$ cat src/design/ccs_pkg.sv
// package for the clock synthesis control block
package ccs_pkg;

  // register offsets
  localparam logic [7:0] CCS_ADDR_PLL_CTRL = 8'h00;
  localparam logic [7:0] CCS_ADDR_OSC_CTRL = 8'h04;
  localparam logic [7:0] CCS_ADDR_FOPT1    = 8'h08;
  localparam logic [7:0] CCS_ADDR_STATUS   = 8'h0c;

  // pll and postscaler figures
  localparam int          CCS_PLL_MULT       = 8;
  localparam int          CCS_PLL_MULT_LOG2  = $clog2(CCS_PLL_MULT);
  localparam int          CCS_HALF_SHIFT     = CCS_PLL_MULT_LOG2 + 1;
  localparam logic [2:0]  CCS_POST_MAX_CODE  = 3'h5;
  localparam int          CCS_TRIM_W         = 10;
  localparam int          CCS_TRIM_STEP_PPM  = 780;
  localparam int          CCS_OSC_NOM_KHZ    = 8000;
  localparam int          CCS_PER_W          = 16;
  localparam int          CCS_HALF_W         = CCS_PER_W + 5;
  localparam logic [15:0] CCS_PER_MAX        = 16'hffff;
  localparam logic [15:0] CCS_RDATA_NONE     = 16'h0000;
  localparam int          CCS_POST_CODES     = 6;
  localparam int          CCS_POST_W         = 3;
  localparam int          CCS_MODE_W         = 2;
  localparam int          CCS_STAT_PER_W     = 13;

  // pll_control_word bit positions
  localparam int          CCS_CTRL_SRC_BIT   = 0;
  localparam int          CCS_CTRL_POST_LSB  = 1;
  localparam int          CCS_CTRL_PLL_BIT   = 4;
  localparam int          CCS_CTRL_PIN_BIT   = 5;
  localparam int          CCS_CTRL_SEC_BIT   = 6;
  localparam int          CCS_CTRL_CRYS_BIT  = 7;
  localparam int          CCS_CTRL_MODE_LSB  = 8;

  // status word bit positions
  localparam int          CCS_STAT_EXT_BIT   = 15;
  localparam int          CCS_STAT_PLL_BIT   = 14;
  localparam int          CCS_STAT_LOCK_BIT  = 13;

  // relaxation oscillator power states
  typedef enum logic [1:0] {
    CCS_OSC_RUN     = 2'b00,
    CCS_OSC_STANDBY = 2'b01,
    CCS_OSC_DOWN    = 2'b10
  } ccs_osc_mode_t;

  // pll_control_word layout
  typedef struct packed {
    ccs_osc_mode_t osc_mode;
    logic          crys_pd;
    logic          ext_pin_sec;
    logic          ext_is_pin;
    logic          pll_en;
    logic [2:0]    post_code;
    logic          src_ext;
  } ccs_ctrl_t;

  localparam ccs_ctrl_t CCS_CTRL_RST = '{CCS_OSC_RUN, 1'b0, 1'b0, 1'b0, 1'b0, 3'h0, 1'b0};

  // whole block state
  typedef struct packed {
    ccs_ctrl_t                ctrl;
    logic [CCS_TRIM_W-1:0]    trim;
    logic [CCS_TRIM_W-1:0]    fopt;
    logic                     fopt_ld;
    logic                     ref_prev;
    logic [CCS_PER_W-1:0]     per_cnt;
    logic [CCS_PER_W-1:0]     period;
    logic [CCS_HALF_W-1:0]    half_cnt;
    logic                     pll_clk;
    logic                     act_ext;
    logic                     act_pll;
    logic                     out2x;
    logic                     sys;
    logic [15:0]              rdata;
  } ccs_state_t;

endpackage

$ cat src/design/ccs_clock_synthesis_control.sv
// clock synthesis control: reference select, pll model, postscaler, trim and power states
`timescale 1ns/1ns
module ccs_clock_synthesis_control
  import ccs_pkg::*;
(
  // clock and reset
  input  wire logic                  clk,
  input  wire logic                  rstn,
  // register port
  input  wire logic [7:0]            addr,
  input  wire logic [15:0]           wdata,
  input  wire logic                  wr_en,
  input  wire logic                  rd_en,
  output logic      [15:0]           rdata,
  // reference inputs
  input  wire logic                  internal_osc_clk,
  input  wire logic                  crystal_sense_pin,
  input  wire logic                  external_reference_pin_pri,
  input  wire logic                  external_reference_pin_sec,
  input  wire logic [CCS_TRIM_W-1:0] factory_trim,
  // clocks out
  output logic                       clk2x_out,
  output logic                       sys_clk_out,
  // analog controls
  output logic      [CCS_TRIM_W-1:0] osc_trim,
  output logic                       osc_standby,
  output logic                       osc_powerdown,
  output logic                       crystal_powerdown,
  output logic                       pll_powerdown
);

  // registered state and its next value
  ccs_state_t s_q;
  ccs_state_t s_d;

  // reference selection
  logic                  ref_int;
  logic                  ref_pin;
  logic                  ref_crys;
  logic                  ref_ext;
  logic                  ref_cand;
  logic                  ref_act;
  logic                  ref_rise;
  logic                  ref_switch;

  // pll model
  logic [CCS_POST_W-1:0] post;
  logic [CCS_HALF_W-1:0] half_len;
  logic [CCS_HALF_W-1:0] half_inc;
  logic                  pll_run;
  logic                  pll_flip;
  logic [CCS_HALF_W-1:0] half_tab [CCS_POST_CODES];

  // output switch
  logic                  cur_clk;
  logic                  tgt_clk;
  logic                  sw_ok;
  logic                  out_rise;

  // register port
  logic [15:0]           rd_ctrl;
  logic [15:0]           rd_stat;
  logic [15:0]           rd_word;

  // half period of the pll output for each postscaler code
  genvar g;
  generate
    for (g = 0; g < CCS_POST_CODES; g++) begin : g_half
      assign half_tab[g] = (CCS_HALF_W'(s_q.period) << g) >> CCS_HALF_SHIFT;
    end
  endgenerate

  // control word readback, field by field
  always_comb begin
    rd_ctrl                                  = CCS_RDATA_NONE;
    rd_ctrl[CCS_CTRL_SRC_BIT]                = s_q.ctrl.src_ext;
    rd_ctrl[CCS_CTRL_POST_LSB +: CCS_POST_W] = s_q.ctrl.post_code;
    rd_ctrl[CCS_CTRL_PLL_BIT]                = s_q.ctrl.pll_en;
    rd_ctrl[CCS_CTRL_PIN_BIT]                = s_q.ctrl.ext_is_pin;
    rd_ctrl[CCS_CTRL_SEC_BIT]                = s_q.ctrl.ext_pin_sec;
    rd_ctrl[CCS_CTRL_CRYS_BIT]               = s_q.ctrl.crys_pd;
    rd_ctrl[CCS_CTRL_MODE_LSB +: CCS_MODE_W] = s_q.ctrl.osc_mode;
  end

  // status word readback
  always_comb begin
    rd_stat                        = CCS_RDATA_NONE;
    rd_stat[CCS_STAT_EXT_BIT]      = s_q.act_ext;
    rd_stat[CCS_STAT_PLL_BIT]      = s_q.act_pll;
    rd_stat[CCS_STAT_LOCK_BIT]     = (s_q.period != '0);
    rd_stat[CCS_STAT_PER_W-1:0]    = s_q.period[CCS_STAT_PER_W-1:0];
  end

  // next state
  always_comb begin
    s_d = s_q;

    // relaxation oscillator gated by its power state
    if (s_q.ctrl.osc_mode == CCS_OSC_DOWN) begin
      ref_int = 1'b0;
    end else begin
      ref_int = internal_osc_clk;
    end

    // external pin, primary or secondary
    if (s_q.ctrl.ext_pin_sec) begin
      ref_pin = external_reference_pin_sec;
    end else begin
      ref_pin = external_reference_pin_pri;
    end

    // crystal oscillator gated by its power control
    if (s_q.ctrl.crys_pd) begin
      ref_crys = 1'b0;
    end else begin
      ref_crys = crystal_sense_pin;
    end

    // external reference: crystal or pin
    if (s_q.ctrl.ext_is_pin) begin
      ref_ext = ref_pin;
    end else begin
      ref_ext = ref_crys;
    end

    // requested reference
    if (s_q.ctrl.src_ext) begin
      ref_cand = ref_ext;
    end else begin
      ref_cand = ref_int;
    end

    // applied reference, follows the request only through the switch
    if (s_q.act_ext) begin
      ref_act = ref_ext;
    end else begin
      ref_act = ref_int;
    end

    // reference period measurement in clk cycles
    if (ref_act && !s_q.ref_prev) begin
      ref_rise = 1'b1;
    end else begin
      ref_rise = 1'b0;
    end
    s_d.ref_prev = ref_act;
    if (ref_rise) begin
      // a saturated count marks a partial or missing period and is dropped,
      // so a fresh reference never hands the pll a short bogus period
      if (s_q.per_cnt != CCS_PER_MAX) begin
        s_d.period = s_q.per_cnt + CCS_PER_W'(1);
      end
      s_d.per_cnt = '0;
    end else if (s_q.per_cnt != CCS_PER_MAX) begin
      s_d.per_cnt = s_q.per_cnt + CCS_PER_W'(1);
    end

    // postscaler codes above the largest divide act as divide by 32
    if (s_q.ctrl.post_code > CCS_POST_MAX_CODE) begin
      post = CCS_POST_MAX_CODE;
    end else begin
      post = s_q.ctrl.post_code;
    end

    // pll half period of period * postscaler / 16, at least one cycle
    half_len = half_tab[post];
    if (half_len == '0) begin
      half_len = CCS_HALF_W'(1);
    end
    half_inc = s_q.half_cnt + CCS_HALF_W'(1);

    // the pll keeps running until the output switch has left it,
    // otherwise turning it off would cut a high phase short
    if ((s_q.ctrl.pll_en || s_q.act_pll) && (s_q.period != '0)) begin
      pll_run = 1'b1;
    end else begin
      pll_run = 1'b0;
    end
    if (half_inc >= half_len) begin
      pll_flip = 1'b1;
    end else begin
      pll_flip = 1'b0;
    end
    if (!pll_run) begin
      s_d.pll_clk  = 1'b0;
      s_d.half_cnt = '0;
    end else if (pll_flip) begin
      s_d.pll_clk  = ~s_q.pll_clk;
      s_d.half_cnt = '0;
    end else begin
      s_d.half_cnt = half_inc;
    end

    // glitch-free output switch: change only while old, new and output are low
    if (s_q.act_pll) begin
      cur_clk = s_q.pll_clk;
    end else begin
      cur_clk = ref_act;
    end
    if (s_q.ctrl.pll_en) begin
      tgt_clk = s_q.pll_clk;
    end else begin
      tgt_clk = ref_cand;
    end
    if (!s_q.out2x && !cur_clk && !tgt_clk) begin
      sw_ok = 1'b1;
    end else begin
      sw_ok = 1'b0;
    end
    if (sw_ok && (s_q.act_ext != s_q.ctrl.src_ext)) begin
      ref_switch = 1'b1;
    end else begin
      ref_switch = 1'b0;
    end
    if (sw_ok) begin
      s_d.act_ext = s_q.ctrl.src_ext;
      s_d.act_pll = s_q.ctrl.pll_en;
    end

    // a new reference restarts the period measurement
    if (ref_switch) begin
      s_d.per_cnt = CCS_PER_MAX;
    end

    // double-rate output, one cycle behind the selected clock
    s_d.out2x = cur_clk;
    if (cur_clk && !s_q.out2x) begin
      out_rise = 1'b1;
    end else begin
      out_rise = 1'b0;
    end

    // system integration unit halves the double-rate clock
    if (out_rise) begin
      s_d.sys = ~s_q.sys;
    end

    // factory trim copied once after reset release
    if (!s_q.fopt_ld) begin
      s_d.fopt    = factory_trim;
      s_d.fopt_ld = 1'b1;
    end

    // register writes; option word one and status are read only
    if (wr_en) begin
      case (addr)
        CCS_ADDR_PLL_CTRL: begin
          s_d.ctrl.src_ext     = wdata[CCS_CTRL_SRC_BIT];
          s_d.ctrl.post_code   = wdata[CCS_CTRL_POST_LSB +: CCS_POST_W];
          s_d.ctrl.pll_en      = wdata[CCS_CTRL_PLL_BIT];
          s_d.ctrl.ext_is_pin  = wdata[CCS_CTRL_PIN_BIT];
          s_d.ctrl.ext_pin_sec = wdata[CCS_CTRL_SEC_BIT];
          s_d.ctrl.crys_pd     = wdata[CCS_CTRL_CRYS_BIT];
          s_d.ctrl.osc_mode    = ccs_osc_mode_t'(wdata[CCS_CTRL_MODE_LSB +: CCS_MODE_W]);
        end
        CCS_ADDR_OSC_CTRL: begin
          s_d.trim = wdata[CCS_TRIM_W-1:0];
        end
        default: begin
          s_d.trim = s_q.trim;
        end
      endcase
    end

    // register reads, data valid in the following cycle only
    rd_word = CCS_RDATA_NONE;
    if (rd_en) begin
      case (addr)
        CCS_ADDR_PLL_CTRL: begin
          rd_word = rd_ctrl;
        end
        CCS_ADDR_OSC_CTRL: begin
          rd_word = 16'(s_q.trim);
        end
        CCS_ADDR_FOPT1: begin
          rd_word = 16'(s_q.fopt);
        end
        CCS_ADDR_STATUS: begin
          rd_word = rd_stat;
        end
        default: begin
          rd_word = CCS_RDATA_NONE;
        end
      endcase
    end
    s_d.rdata = rd_word;
  end

  // asynchronous reset to the boot state; the period counter starts saturated
  always_ff @(posedge clk or negedge rstn) begin
    if (!rstn) begin
      s_q.ctrl     <= CCS_CTRL_RST;
      s_q.trim     <= '0;
      s_q.fopt     <= '0;
      s_q.fopt_ld  <= 1'b0;
      s_q.ref_prev <= 1'b0;
      s_q.per_cnt  <= CCS_PER_MAX;
      s_q.period   <= '0;
      s_q.half_cnt <= '0;
      s_q.pll_clk  <= 1'b0;
      s_q.act_ext  <= 1'b0;
      s_q.act_pll  <= 1'b0;
      s_q.out2x    <= 1'b0;
      s_q.sys      <= 1'b0;
      s_q.rdata    <= CCS_RDATA_NONE;
    end else begin
      s_q <= s_d;
    end
  end

  // outputs from the state flip-flops; osc_standby and osc_powerdown decoded, pll_powerdown inverted
  assign rdata             = s_q.rdata;
  assign clk2x_out         = s_q.out2x;
  assign sys_clk_out       = s_q.sys;
  // trim step of about 780 ppm of the 8 MHz nominal rate per count
  assign osc_trim          = s_q.trim;
  assign osc_standby       = (s_q.ctrl.osc_mode == CCS_OSC_STANDBY);
  assign osc_powerdown     = (s_q.ctrl.osc_mode == CCS_OSC_DOWN);
  assign crystal_powerdown = s_q.ctrl.crys_pd;
  assign pll_powerdown     = ~s_q.ctrl.pll_en;

endmodule

$ cat config.mk
export PLATFORM = sky130hd
export DESIGN_NAME = ccs_clock_synthesis_control
export DESIGN_NICKNAME = d
export VERILOG_FILES = /design/src/design/ccs_pkg.sv /design/src/design/ccs_clock_synthesis_control.sv
export SDC_FILE = /design/constraint.sdc
export NUM_CORES = 1
export LEC_CHECK = 0
export BUFFER_PORTS_ARGS = -buffer_cell sky130_fd_sc_hd__buf_2
export CORE_MARGIN = 3
export CORE_UTILIZATION = 25
export CTS_CLUSTER_DIAMETER = 60
export CTS_CLUSTER_SIZE = 8
export DETAILED_ROUTE_END_ITERATION = 7
export PLACE_DENSITY = 0.44
export SKIP_LAST_GASP = 1
export SLEW_MARGIN = 20
export SYNTH_ARGS = -nofsm -noshare
export SYNTH_HDL_FRONTEND = slang
export SYNTH_SLANG_ARGS = --single-unit
$ cat constraint.sdc
create_clock -name clk -period 4.9 [get_ports clk]
set_input_delay 0.49 -clock clk [delete_from_list [all_inputs] [get_ports clk]]
set_output_delay 0.49 -clock clk [all_outputs]
set_load 0.1 [all_outputs]
==> results.tsv <==
metric	value	unit
Core Area	23700	um2
top cell type's share of synthesized area	37.0	%
die area	26300	um2
Synth area leader	dfrtp_1	
VDD IR max	0.275	mV
Worst Setup End Kind	register	
initial drt markers	270	
Critical Path RT	5140	ps
number of buffers and inverters on the critical path	2	
root buffer cell	clkbuf_16	
post-CTS sizing	0	
fin util	29.0	%
Netlist cell types	54	
most used cell, CP	a21oi_1	
# fillers	2543	
Total Wirelength	15.1	mm
Leakage	3.11	nW
synthesized instance count	576	
WP data arrival	4400	ps
yosys warns	0	
Worst Path Max Fanout	18	
commonest non-fill, non-tap cell in the layout	dfrtp_1	
# clock sinks	106	
gr busiest metal	met2	
Reg clk slew, reported paths	80	ps
Max Slew Vio Count	0	
Max Clock Skew	17.6	ps
Worst-Margin Slew	881	ps
Rows	56	
GR Layer Usage met2	19.7	%
Net Sw Frac	33.7	%
fin crit share	84.8	%
Vias/cell	4.68	
area grow syn2layout	13.0	%
Clock Path Buffers	2	
part of the power in registers	47.4	%
Worst R2R Start	rd_ctrl[2]	
IO Count	74	
ys flop type	dfrtp_1	
GRT Resource Usage Total	11.9	%
WL per Instance	16.3	um
ANT cells	0	
cells on worst reg2reg path	15	
max_cap viols	0	
Final Hold Viols	0	
worst hold path type	in2async	
First-pass DRT Iterations	5	
chip width	162	um
Yosys reg bits	106	
Final Wtd Congestion	0.776	
HPWL Detailed	11.2	mm
antenna violations before repair	0	
H-tree Lvls	3	
RSZ-0062 raised after global routing	false	
# hold bufs at CTS	0	
Post-Syn Area	6090	um2
Comb pwr share	18.8	%
CP startpoint kind	register	
Seq/Total Area, Yosys	43.9	%
average size of a mapped cell	10.6	um2
Congestion Overflow GR	0	
slowest stage delay, CP	680	ps
setup TNS	0	ps
via count	4351	
commonest non-fill, non-tap cells in the layout	90 x dfrtp_1, 66 x buf_2, 52 x nand2_1	
crit path time final	4160	ps
CP max-delay cell	or4_4	
number of I/O port buffers	67	
cell family with the largest share of critical-path delay	compound AO/OA/AOI/OAI gates	
Antenna Nets Post-Route	0	
largest net degree at the start of global routing	59	
Initial Util	25.7	%
asr flop ratio synth	100	%
Global Route met3 Usage	2.22	%
final layout net count	667	
pwr/cell area	332	nW/um2
clock power share	33.7	%
# Post-CTS Setup Buffers	0	
slew margin rel.	41.1	%
CP Cell Sequence	a21oi_1 > buf_4 > mux2_2 > mux2i_1 > nand2_1 > nand4b_1 > o21ai_0 > ha_1 > inv_1 > a21oi_1 > nor2_1 > o311ai_0 > a21oi_1 > or4_4 > mux2_4	
top cells by area, synth	dfrtp_1 37%, mux2_2 9.1%, dfstp_2 6.9%	
share of layout cells above drive strength 1	28.6	%
Post-synth EDFFs	0	
chip height	162	um
critical path type	reg2reg	
final setup fails	0	
Final Power	2.28	mW
Reg-to-Reg End	s_q[20]	
met1 Use GR	16.1	%
Psw	0.770	mW
flop-to-flop setup slack	740	ps
Achievable Freq	0.241	GHz
worst skew pair latency	370	ps
P_int	1.51	mW
first-pass GRT wire length	24.8	mm
CTS tree	yes	
vias in the first global route	4506	
Residual DRC	0	
outcome	finished clean	
CTS Buf Count	9	
## synth_stat cells (all sizes together) (16+ instances only)
library cell  count
nand3            18
nand2            52
buf              36
a21oi            23
dfstp            16
xor2             18
nor2b            21
a22oi            23
nor2             26
mux2             51
xnor2            17
dfrtp            90
ha               19
o21ai            40
clkbuf           22
## power groups by stage
stage / Sequential [mW] / Combinational, mW / Clock (mW)
global route: 1.10 / 0.476 / 0.826
global placement: 1.09 / 0.426 / 0
detailed placement: 1.10 / 0.433 / 0
floorplan: 1.08 / 0.306 / 0
CTS: 1.08 / 0.434 / 0.794
finish: 1.08 / 0.430 / 0.769
## layout make-up
type / count / area (um2) / share of cell area, %
multi-input cells: 408 / 3060 / 44.5
flip-flops and latches: 106 / 2670 / 38.9
well taps: 319 / 399 / 5.80
repair buffers: 74 / 390 / 5.67
clock buffers: 9 / 225 / 3.27
clock inverters: 7 / 101 / 1.47
inverters: 7 / 26.3 / 0.382
## registers in the layout, summed over array words and instances (netlist names)
| name | count |
|---|---|
| sys_clk_out | 1 |
| rdata | 16 |
| s_q | 50 |
| rd_ctrl | 9 |
| clk2x_out | 1 |
| rd_stat | 2 |
| crystal_powerdown | 1 |
| half_tab | 16 |
| osc_trim | 10 |
## routing by layer
layer  vias to the layer above  share of wire [%]
met3                        10                2.5
met4                         0                1.0
li1                       2092                  -
met5                         -                  0
met1                      2189                 47
met2                        60                 50
## stage by stage
step | setup WS (ps) | cells | cell area [um2] | hold WS [ps]
2_1_floorplan | 1040 | 579 | 6100 | 194
3_3_place_gp | 759 | 914 | 6550 | 464
3_5_place_dp | 739 | 914 | 6550 | 486
4_1_cts | 727 | 930 | 6880 | 211
5_1_grt | 503 | 930 | 6880 | 252
6_report | 745 | 930 | 6880 | 177
## how the worst max path moves through the flow
stage	slack [ps]	start	depth (start not counted)	to
3_5_place_dp	740	rd_ctrl[3]	15	s_q[20]
6_report	740	rd_ctrl[2]	15	s_q[20]
2_1_floorplan	1040	rd_ctrl[1]	17	s_q[20]
4_1_cts	730	rd_ctrl[3]	15	s_q[20]
5_1_grt	500	rd_ctrl[3]	16	s_q[20]
3_3_place_gp	760	rd_ctrl[3]	15	s_q[20]
## cells by family (layout without fill, tap and decap cells)
group,Yosys count,after routing,synth area share (%)
buf+inv,65,97,5.96
compound gates,101,101,10.0
fa+ha+maj,19,19,3.90
mux,75,75,15.7
simple gates,173,173,15.4
other cells,2,5,0.123
xor+xnor,35,35,5.03
flops,106,106,43.9
(Power assumes the default switching activity.)
